--- src/pkg/hvms_pkg.sv ---
// package for the high-voltage measurement switch control block
// assumes one 25 MHz clock and a plain strobe register port
//
// Behaviour
// - reset leaves measurement off, switch open
// - enable bit and normal mode close switch
// - measurement kills pull currents on both pins
// - measurement gates both pins' internal signals
// - pull and wake writes stored but ignored
// - wake and level status frozen for pins
// - sleep with only pin wakes: error, restart
// - fail output, test, pin, wake unavailable
// - pin function change while measuring flags error
// - enable refused unless pin is off
// - wake enables read back, have no effect
// - fail-safe keeps setting, holds switch open
// - measurement off: normal wake and level status
// - fail-safe without measurement enables sense wake
package hvms_pkg;
   // register indices (byte address equals index)
   localparam logic [3:0] MEAS_CTRL_ADDR  = 4'h0; // measure_enable_bit
   localparam logic [3:0] PULL_CFG_ADDR   = 4'h1; // sense_pull_config
   localparam logic [3:0] WAKE_CTRL_ADDR  = 4'h2; // wake_control_second
   localparam logic [3:0] PIN_CFG_ADDR    = 4'h3; // pin function config
   localparam logic [3:0] WAKE_FLAG0_ADDR = 4'h4; // wake_flags_first
   localparam logic [3:0] WAKE_FLAG1_ADDR = 4'h5; // wake_flags_second
   localparam logic [3:0] WAKE_LVL_ADDR   = 4'h6; // wake_level_status
   localparam logic [3:0] STATUS_ADDR     = 4'h7; // error and switch state
   // field positions
   localparam int MEAS_EN_BIT    = 0; // in measurement control
   localparam int SENSE_WAKE_BIT = 0; // in wake control: sense wake enable
   localparam int PIN_WAKE_BIT   = 1; // in wake control: pin as wake input
   localparam int OTHER_WAKE_BIT = 2; // in wake control: any other source
   localparam int FAIL_TEST_BIT  = 3; // in pin config: fail output test
   localparam int ERR_BIT        = 0; // in status: command error flag
   localparam int SW_BIT         = 1; // in status: switch closed
   localparam int SENSE_FLAG_BIT = 0; // sense bit in flags and level
   localparam int PIN_FLAG_BIT   = 1; // pin bit in flags and level
   // widths and reset values
   localparam int DW = 8;
   localparam logic [7:0] ZERO_BYTE = 8'h00;
   localparam logic [2:0] PIN_OFF   = 3'h0; // pin function off
   localparam logic [2:0] PIN_FAIL  = 3'h1; // pin as fail output
   localparam logic [2:0] PIN_WAKE  = 3'h2; // pin as wake input
   // chip operating modes
   typedef enum logic [2:0] {
      HVMS_NORMAL, HVMS_STOP, HVMS_SLEEP, HVMS_RESTART, HVMS_FAILSAFE,
      HVMS_INIT
   } hvms_mode_e;
endpackage : hvms_pkg

--- src/verilog/hvms_pin_gate.sv ---
// gating of the two pins' internal signals and pull currents
// assumes synchronous pin levels and a registered measure flag
`timescale 1ns/1ns
module hvms_pin_gate
   import hvms_pkg::*;
(
   input  wire logic       measOn,     // measurement enabled
   input  wire logic       senseIn,    // sense input level
   input  wire logic       pinIn,      // multi pin input level
   input  wire logic [1:0] senseCfg,   // sense pull config: up, down
   input  wire logic [1:0] pinCfg,     // pin pull config: up, down
   output wire logic       senseGated, // sense level seen inside
   output wire logic       pinGated,   // pin level seen inside
   output wire logic [1:0] sensePull,  // effective sense pulls
   output wire logic [1:0] pinPull     // effective pin pulls
);
   // internal signals forced low while measuring
   assign senseGated = senseIn & ~measOn;
   assign pinGated   = pinIn & ~measOn;
   // pull currents dropped while measuring
   assign sensePull  = measOn ? 2'h0 : senseCfg;
   assign pinPull    = measOn ? 2'h0 : pinCfg;
endmodule : hvms_pin_gate

--- src/verilog/hvms_ctrl.sv ---
// measurement switch control with register port and wake status
// assumes synchronous pins, one clock, one-cycle strobes
//
// Decided for this implementation: the register offsets and strobed register access.
`timescale 1ns/1ns
module hvms_ctrl
   import hvms_pkg::*;
(
   input  wire logic          clock,          // 25 MHz
   input  wire logic          sys_rst,        // sync reset, high
   input  wire logic [3:0]    regAddr,        // register index
   input  wire logic [DW-1:0] regWdata,       // write data
   input  wire logic          regWr,          // write strobe
   input  wire logic          regRd,          // read strobe
   output logic [DW-1:0]      regRdata,       // read data, next cycle
   input  wire hvms_mode_e    chipMode,       // current chip mode
   input  wire logic          sleepCmd,       // sleep command pulse
   input  wire logic          hvSenseIn,      // sense input level
   input  wire logic          multiPinIn,     // multi pin level
   output logic               measureSwitch,  // switch closed
   output logic               restartReq,     // go to restart, pulse
   output logic               sleepGo,        // sleep accepted, pulse
   output logic               failOutDrive,   // fail output active
   output logic               pinOutOe,       // pin output enable
   output logic               senseWakeEvt,   // sense wake pulse
   output logic               pinWakeEvt,     // pin wake pulse
   output logic [1:0]         sensePullEn,    // sense pulls up/down
   output logic [1:0]         pinPullEn,      // pin pulls up/down
   output logic               cmdError        // command error flag
);
   // control registers
   logic          measEn_q, measEn_d;       // measure_enable_bit
   logic [DW-1:0] pullCfg_q;                // sense_pull_config
   logic [DW-1:0] wakeCtrl_q;               // wake_control_second
   logic [DW-1:0] pinCfg_q;                 // pin function config
   logic [1:0]    wakeFlag0_q, wakeFlag1_q; // wake flag registers
   logic [1:0]    wakeLvl_q;                // wake_level_status
   logic          err_q;                    // command error flag
   logic          senseLast_q, pinLast_q;   // previous raw pin levels
   logic [DW-1:0] rdata_q;                  // read data register

   // decoded strobes
   wire wrMeas  = regWr && (regAddr == MEAS_CTRL_ADDR);
   wire wrPull  = regWr && (regAddr == PULL_CFG_ADDR);
   wire wrWake  = regWr && (regAddr == WAKE_CTRL_ADDR);
   wire wrPin   = regWr && (regAddr == PIN_CFG_ADDR);
   wire wrFlag0 = regWr && (regAddr == WAKE_FLAG0_ADDR);
   wire wrFlag1 = regWr && (regAddr == WAKE_FLAG1_ADDR);
   wire wrStat  = regWr && (regAddr == STATUS_ADDR);

   // pin function field and enable request
   wire [2:0] pinFunc   = pinCfg_q[2:0];
   wire       enReq     = regWdata[MEAS_EN_BIT];
   // enable refused unless the pin is off
   wire       enRefuse  = wrMeas && enReq && !measEn_q
                          && (pinFunc != PIN_OFF);
   // pin function write while measuring is an error
   wire       pinWrErr  = wrPin && measEn_q;
   // sleep with only the gated pins as wake sources
   wire       onlyPinWk = !wakeCtrl_q[OTHER_WAKE_BIT]
                          && (wakeCtrl_q[SENSE_WAKE_BIT]
                              || wakeCtrl_q[PIN_WAKE_BIT]);
   wire       sleepErr  = sleepCmd && measEn_q && onlyPinWk;
   wire       errSet    = enRefuse || pinWrErr || sleepErr;

   // next enable value: stored across all modes
   always_comb begin
      measEn_d = measEn_q;
      if (wrMeas && !enRefuse) begin
         measEn_d = enReq;
      end
   end

   // pad or cell gating of the two pins
   logic senseG, pinG;
   logic [1:0] sPull, pPull;
   hvms_pin_gate u_gate (
      .measOn     (measEn_q),
      .senseIn    (hvSenseIn),
      .pinIn      (multiPinIn),
      .senseCfg   (pullCfg_q[1:0]),
      .pinCfg     (pullCfg_q[3:2]),
      .senseGated (senseG),
      .pinGated   (pinG),
      .sensePull  (sPull),
      .pinPull    (pPull)
   );

   // failsafe without measurement forces sense wake on
   wire inFailsafe = (chipMode == HVMS_FAILSAFE);
   wire senseWkOn  = !measEn_q
                     && (wakeCtrl_q[SENSE_WAKE_BIT]
                         || inFailsafe);
   wire pinWkOn    = !measEn_q && wakeCtrl_q[PIN_WAKE_BIT]
                     && (pinFunc == PIN_WAKE);
   // level change detection: gated level against the previous raw level
   wire senseEdge  = senseG != senseLast_q;
   wire pinEdge    = pinG != pinLast_q;
   wire sWake      = senseEdge && senseWkOn && !measEn_q;
   wire pWake      = pinEdge && pinWkOn && !measEn_q;

   // switch follows the enable register and the live mode
   wire swNext = measEn_q && (chipMode == HVMS_NORMAL);

   // read mux
   logic [DW-1:0] rdMux;
   always_comb begin
      unique case (regAddr)
         MEAS_CTRL_ADDR:  rdMux = {7'h00, measEn_q};
         PULL_CFG_ADDR:   rdMux = pullCfg_q;
         WAKE_CTRL_ADDR:  rdMux = wakeCtrl_q;
         PIN_CFG_ADDR:    rdMux = pinCfg_q;
         WAKE_FLAG0_ADDR: rdMux = {6'h00, wakeFlag0_q};
         WAKE_FLAG1_ADDR: rdMux = {6'h00, wakeFlag1_q};
         WAKE_LVL_ADDR:   rdMux = {6'h00, wakeLvl_q};
         STATUS_ADDR:     rdMux = {6'h00, measureSwitch, err_q};
         default:         rdMux = ZERO_BYTE;
      endcase
   end

   // enable register and configuration storage
   always_ff @(posedge clock) begin
      if (sys_rst) begin
         measEn_q   <= 1'b0;
         pullCfg_q  <= ZERO_BYTE;
         wakeCtrl_q <= ZERO_BYTE;
         pinCfg_q   <= ZERO_BYTE;
      end else begin
         measEn_q <= measEn_d;
         if (wrPull) begin
            pullCfg_q <= regWdata;
         end
         if (wrWake) begin
            wakeCtrl_q <= regWdata;
         end
         if (wrPin && !measEn_q) begin
            pinCfg_q <= regWdata;
         end
      end
   end

   // wake flags and level status: set wins over clear
   always_ff @(posedge clock) begin
      if (sys_rst) begin
         wakeFlag0_q <= 2'h0;
         wakeFlag1_q <= 2'h0;
         wakeLvl_q   <= 2'h0;
         senseLast_q <= 1'b0;
         pinLast_q   <= 1'b0;
      end else begin
         // raw levels tracked, so a change hidden while measuring
         // gives no false edge when measurement is switched off
         senseLast_q <= hvSenseIn;
         pinLast_q   <= multiPinIn;
         wakeFlag0_q[SENSE_FLAG_BIT] <= sWake ||
            (wakeFlag0_q[SENSE_FLAG_BIT]
             && !(wrFlag0 && regWdata[SENSE_FLAG_BIT]));
         wakeFlag0_q[PIN_FLAG_BIT] <= wakeFlag0_q[PIN_FLAG_BIT]
             && !(wrFlag0 && regWdata[PIN_FLAG_BIT]);
         wakeFlag1_q[PIN_FLAG_BIT] <= pWake ||
            (wakeFlag1_q[PIN_FLAG_BIT]
             && !(wrFlag1 && regWdata[PIN_FLAG_BIT]));
         wakeFlag1_q[SENSE_FLAG_BIT] <= wakeFlag1_q[SENSE_FLAG_BIT]
             && !(wrFlag1 && regWdata[SENSE_FLAG_BIT]);
         // level status frozen while measuring
         if (!measEn_q) begin
            wakeLvl_q <= {pinG, senseG};
         end
      end
   end

   // error flag: set wins over a clear by writing one
   always_ff @(posedge clock) begin
      if (sys_rst) begin
         err_q <= 1'b0;
      end else begin
         err_q <= errSet || (err_q && !(wrStat && regWdata[ERR_BIT]));
      end
   end

   // outputs registered
   always_ff @(posedge clock) begin
      if (sys_rst) begin
         measureSwitch <= 1'b0;
         restartReq    <= 1'b0;
         sleepGo       <= 1'b0;
         failOutDrive  <= 1'b0;
         pinOutOe      <= 1'b0;
         senseWakeEvt  <= 1'b0;
         pinWakeEvt    <= 1'b0;
         sensePullEn   <= 2'h0;
         pinPullEn     <= 2'h0;
         rdata_q       <= ZERO_BYTE;
      end else begin
         // failsafe and other modes open, setting kept
         measureSwitch <= swNext;
         restartReq    <= sleepErr;
         sleepGo       <= sleepCmd && !sleepErr;
         // fail output and pin functions off while measuring
         failOutDrive  <= !measEn_q && (pinFunc == PIN_FAIL)
                          && (inFailsafe
                              || pinCfg_q[FAIL_TEST_BIT]);
         pinOutOe      <= !measEn_q && (pinFunc > PIN_WAKE);
         senseWakeEvt  <= sWake;
         pinWakeEvt    <= pWake;
         sensePullEn   <= sPull;
         pinPullEn     <= pPull;
         rdata_q       <= regRd ? rdMux : ZERO_BYTE;
      end
   end

   assign regRdata = rdata_q;
   assign cmdError = err_q;
endmodule : hvms_ctrl

--- config.mk ---
export PLATFORM = sky130hd
export DESIGN_NAME = hvms_ctrl
export DESIGN_NICKNAME = d
export VERILOG_FILES = /design/src/pkg/hvms_pkg.sv /design/src/verilog/hvms_pin_gate.sv /design/src/verilog/hvms_ctrl.sv
export SDC_FILE = /design/constraint.sdc
export NUM_CORES = 1
export LEC_CHECK = 0
export BUFFER_PORTS_ARGS = -buffer_cell sky130_fd_sc_hd__buf_2
export CAP_MARGIN = 40
export CORE_MARGIN = 1
export CORE_UTILIZATION = 50
export CTS_CLUSTER_SIZE = 40
export DETAILED_ROUTE_END_ITERATION = 10
export PLACE_DENSITY = 0.73
export REMOVE_ABC_BUFFERS = 1
export SYNTH_ARGS = -nofsm -noshare
export SYNTH_HDL_FRONTEND = slang
export SYNTH_SLANG_ARGS = --single-unit
--- constraint.sdc ---
create_clock -name clock -period 2.6 [get_ports clock]
set_clock_uncertainty 0.05 [all_clocks]
set_input_delay 0 -clock clock [delete_from_list [all_inputs] [get_ports clock]]
set_output_delay 0 -clock clock [all_outputs]
set_load 0.02 [all_outputs]
==> qor.csv <==
stage,metric,value,unit
status,status,"finished, final reports clean",
run,max-cap violations,0,
power_and_ir_drop,Psw,360,uW
cts,CTS Buffer Depth,2,
logic_synthesis,"FFs w/ async S/R, synth",0,%
cts,CTS sink cnt,53,
critical_path,FF-to-FF Start,measEn_q,
place,placed insts,315,
global_route,gr ovfl total,0,
hold_path,hold path start,chipMode[1],
drt,DRC viols,0,
floorplan,Die ar.,4750,sq um
critical_path,CP endpoint kind,flip-flop,
drt,drt first-iter violations,202,
logic_synthesis,Synth Flop Type,dfxtp_1,
sta,Rel. slew slack,48.2,%
global_route,vias in the first global route,1813,
logic_synthesis,"EDFF count, synth",0,
drt,drt pass-1 iters,4,
power_and_ir_drop,Leak Pwr,1.06,nW
place,port bufs,41,
sta,final setup vio count,0,
critical_path,crit path cell chain,"nor4b_2, nand4_1, a31oi_1",
layout,Fillers,374,
sta,Hold Fails Final Rpt,0,
layout,Area Overhead vs Synth,19.1,%
critical_path,Reg2Reg Capture Point,cmdError,
drt,Vias,1947,
critical_path,Required @ worst endpoint,2.78,ns
layout,diode count,0,
layout,Post-Layout Cell Count,337,
drt,"antenna viol nets, final",0,
logic_synthesis,Synthesis Warnings,0,
hold_path,Hold Path Sink,failOutDrive,
critical_path,CP Launch Type,flip-flop,
power_and_ir_drop,Power Density,535,nW/um^2
cts,worst skew pair latency,0.31,ns
place,Placer Congestion,0.851,
logic_synthesis,Post-Synthesis Cell Area,2240,sq um
cts,CTS tree,built,
logic_synthesis,sequential share of the synthesized area,47.3,%
logic_synthesis,distinct cell type count after synthesis,48,
critical_path,WP data arrival,1.89,ns
critical_path,CP Buf/Inv Count,0,
sta,fin crit period,1.70,ns
critical_path,"Largest stage delay, worst path",0.77,ns
sta,fmax,0.587,GHz
power_and_ir_drop,clock network fraction of total power,32.3,%
cts,# H-tree levels,2,
floorplan,Core Footprint,4140,sq um
critical_path,reg2reg path depth,3,
power_and_ir_drop,Switching Share,25.2,%
cts,CTS Buf Count,5,
hold_path,class of the worst hold path,in -> reg,
critical_path,Crit-path slowest cell,nor4b_2,
logic_synthesis,Synth Area per Inst,9.34,sq um
drt,Vias per Instance,5.78,
sta,Slew @ Worst Pin,0.775,ns
floorplan,io pins,42,
power_and_ir_drop,Pint,1.07,mW
power_and_ir_drop,Pwr Total,1.43,mW
floorplan,Die Span X,68.9,um
critical_path,critical path class,reg -> reg,
cts,Clock Tree Root,clkbuf_8,
drt,Routed wire per std cell,15.7,um
power_and_ir_drop,Sequential Power Share,58.0,%
logic_synthesis,register bit count reported by yosys,53,
sta,period utilization,65.5,%
place,post-DP HPWL,3440,um
power_and_ir_drop,worst vdd ir,0.413,mV
drt,drt total wl,5280,um
critical_path,Top Family by Delay on Critical Path,simple AND/OR/NAND/NOR gates,
critical_path,Critical path origin,measEn_q,
global_route,total track usage,26.0,%
floorplan,# rows,23,
logic_synthesis,Syn Inst Count,240,
global_route,largest net degree at the start of global routing,36,
cts,clk slew on worst S/H paths,0.09,ns
sta,Final Max Slew Viols,0,
layout,layout net count,308,
global_route,initial antenna violation count,0,
power_and_ir_drop,Comb power frac,9.7,%
floorplan,Starting Density,54.1,%
floorplan,Die Y,68.9,um
global_route,global-route wire length before repair,8890,um
hold_path,Worst Hold Depth,4,
critical_path,CP max FO,14,
sta,RSZ-0062 raised after global routing,false,
critical_path,flop2flop setup slack,0.90,ns
layout,share of layout cells above drive strength 1,21.6,%
sta,TNS Setup,0,ns
[tightest hold or removal path, cell delays in order]
cell and delay [ns]:
buf_2 0.07, nor2_1 0.05, a21oi_1 0.14, nor4b_1 0.06
[final cells by class]
| type | count | area [sq um] | area share (%) |
|---|---|---|---|
| clock buffers | 6 | 72.6 | 2.72 |
| multi-input cells | 166 | 1080 | 40.6 |
| clock inverters | 2 | 13.8 | 0.516 |
| flip-flops and latches | 53 | 1060 | 39.8 |
| repair buffers | 58 | 368 | 13.8 |
| inverters | 2 | 7.51 | 0.281 |
| well taps | 50 | 62.6 | 2.34 |
[what timing repair did]
item / in CTS / in global routing
endpoints found under the hold margin: 36 / 0
buffers inserted: 0 / 0
hold buffers: 14 / 0
resized for setup: 0 / 0
[power groups by stage]
stage	Clock (mW)	Sequential (mW)	Combinational, mW
floorplan	0	0.849	0.0506
global placement	0	0.848	0.119
detailed placement	0	0.848	0.120
CTS	0.473	0.829	0.136
global route	0.518	0.831	0.151
finish	0.461	0.829	0.138
[state kept, by name, summed over array words and instances (netlist names), 2 cells and up]
signal / count
pinCfg_q: 8
pinPullEn: 2
pullCfg_q: 8
regRdata: 8
sensePullEn: 2
wakeCtrl_q: 8
wakeFlag0_q: 2
wakeFlag1_q: 2
wakeLvl_q: 2
[metal layers]
layer / vias up / wire length, um / track usage, %
met3: 5 / 391 / 5.59
met1: 903 / 2400 / 35.9
met5: - / 0 / 0
li1: 970 / - / -
met4: 0 / 59 / 9.44
met2: 69 / 2430 / 39.4
[through the flow]
stage          setup slack, ns  util, %  hold WS (ns)  area [sq um]
3_5_place_dp             0.951     58.9         0.209          2440
2_1_floorplan             1.17        -        0.0191          2150
4_1_cts                  0.921     64.4        0.0127          2670
3_3_place_gp             0.954     58.9         0.207          2440
5_1_grt                  0.756     64.4        0.0422          2670
6_report                 0.898     64.4        0.0244          2670
[worst max path at each step]
stage / slack, ns / to / cells after the start
finish: 0.90 / cmdError / 3
global route: 0.76 / pinCfg_q[2] / 3
CTS: 0.92 / cmdError / 3
detailed placement: 0.95 / cmdError / 3
global placement: 0.95 / cmdError / 3
floorplan: 1.17 / pinCfg_q[0] / 3
[cells in the mapped netlist (2+ instances only)]
cell type / count / share of area (%)
mux2_2: 6 / 3.0
clkbuf_1: 13 / 2.2
mux2i_1: 3 / 1.3
buf_6: 2 / 1.0
nor4b_1: 2 / 0.78
nand2_1: 5 / 0.84
nand4_1: 3 / 0.84
nor3_1: 2 / 0.45
nor2b_1: 5 / 1.4
and3_1: 4 / 1.1
o21ai_0: 27 / 6.0
nand3_1: 25 / 5.6
inv_1: 2 / 0.34
nor2_1: 11 / 1.8
mux4_1: 2 / 2.3
and3b_1: 4 / 1.6
a22oi_1: 6 / 2.0
a21oi_1: 27 / 6.0
and2_1: 5 / 1.4
nand2b_1: 3 / 0.84
buf_2: 2 / 0.45
or3_1: 2 / 0.56
dfxtp_1: 53 / 47
buf_1: 2 / 0.34
[cell usage in the layout, fill, tap and decap left out, types with 6 or more instances in the layout]
master,netlist,layout
nor2_1,11,11
mux2_2,6,6
dlygate4sd3_1,0,14
a21oi_1,27,27
o21ai_0,27,27
nand3_1,25,25
buf_2,2,41
dfxtp_1,53,53
a22oi_1,6,6
[logic make-up (layout without fill, tap and decap cells)]
| group | Yosys count | after routing | share of synthesized area (%) |
|---|---|---|---|
| AO/OA/AOI/OAI | 73 | 73 | 19.9 |
| XOR/XNOR | 1 | 1 | 0.391 |
| buffers and inverters | 21 | 68 | 4.30 |
| flip-flops | 53 | 53 | 47.3 |
| multiplexers | 11 | 11 | 6.70 |
| AND/OR/NAND/NOR | 81 | 81 | 21.4 |
(Power assumes the default switching activity.)
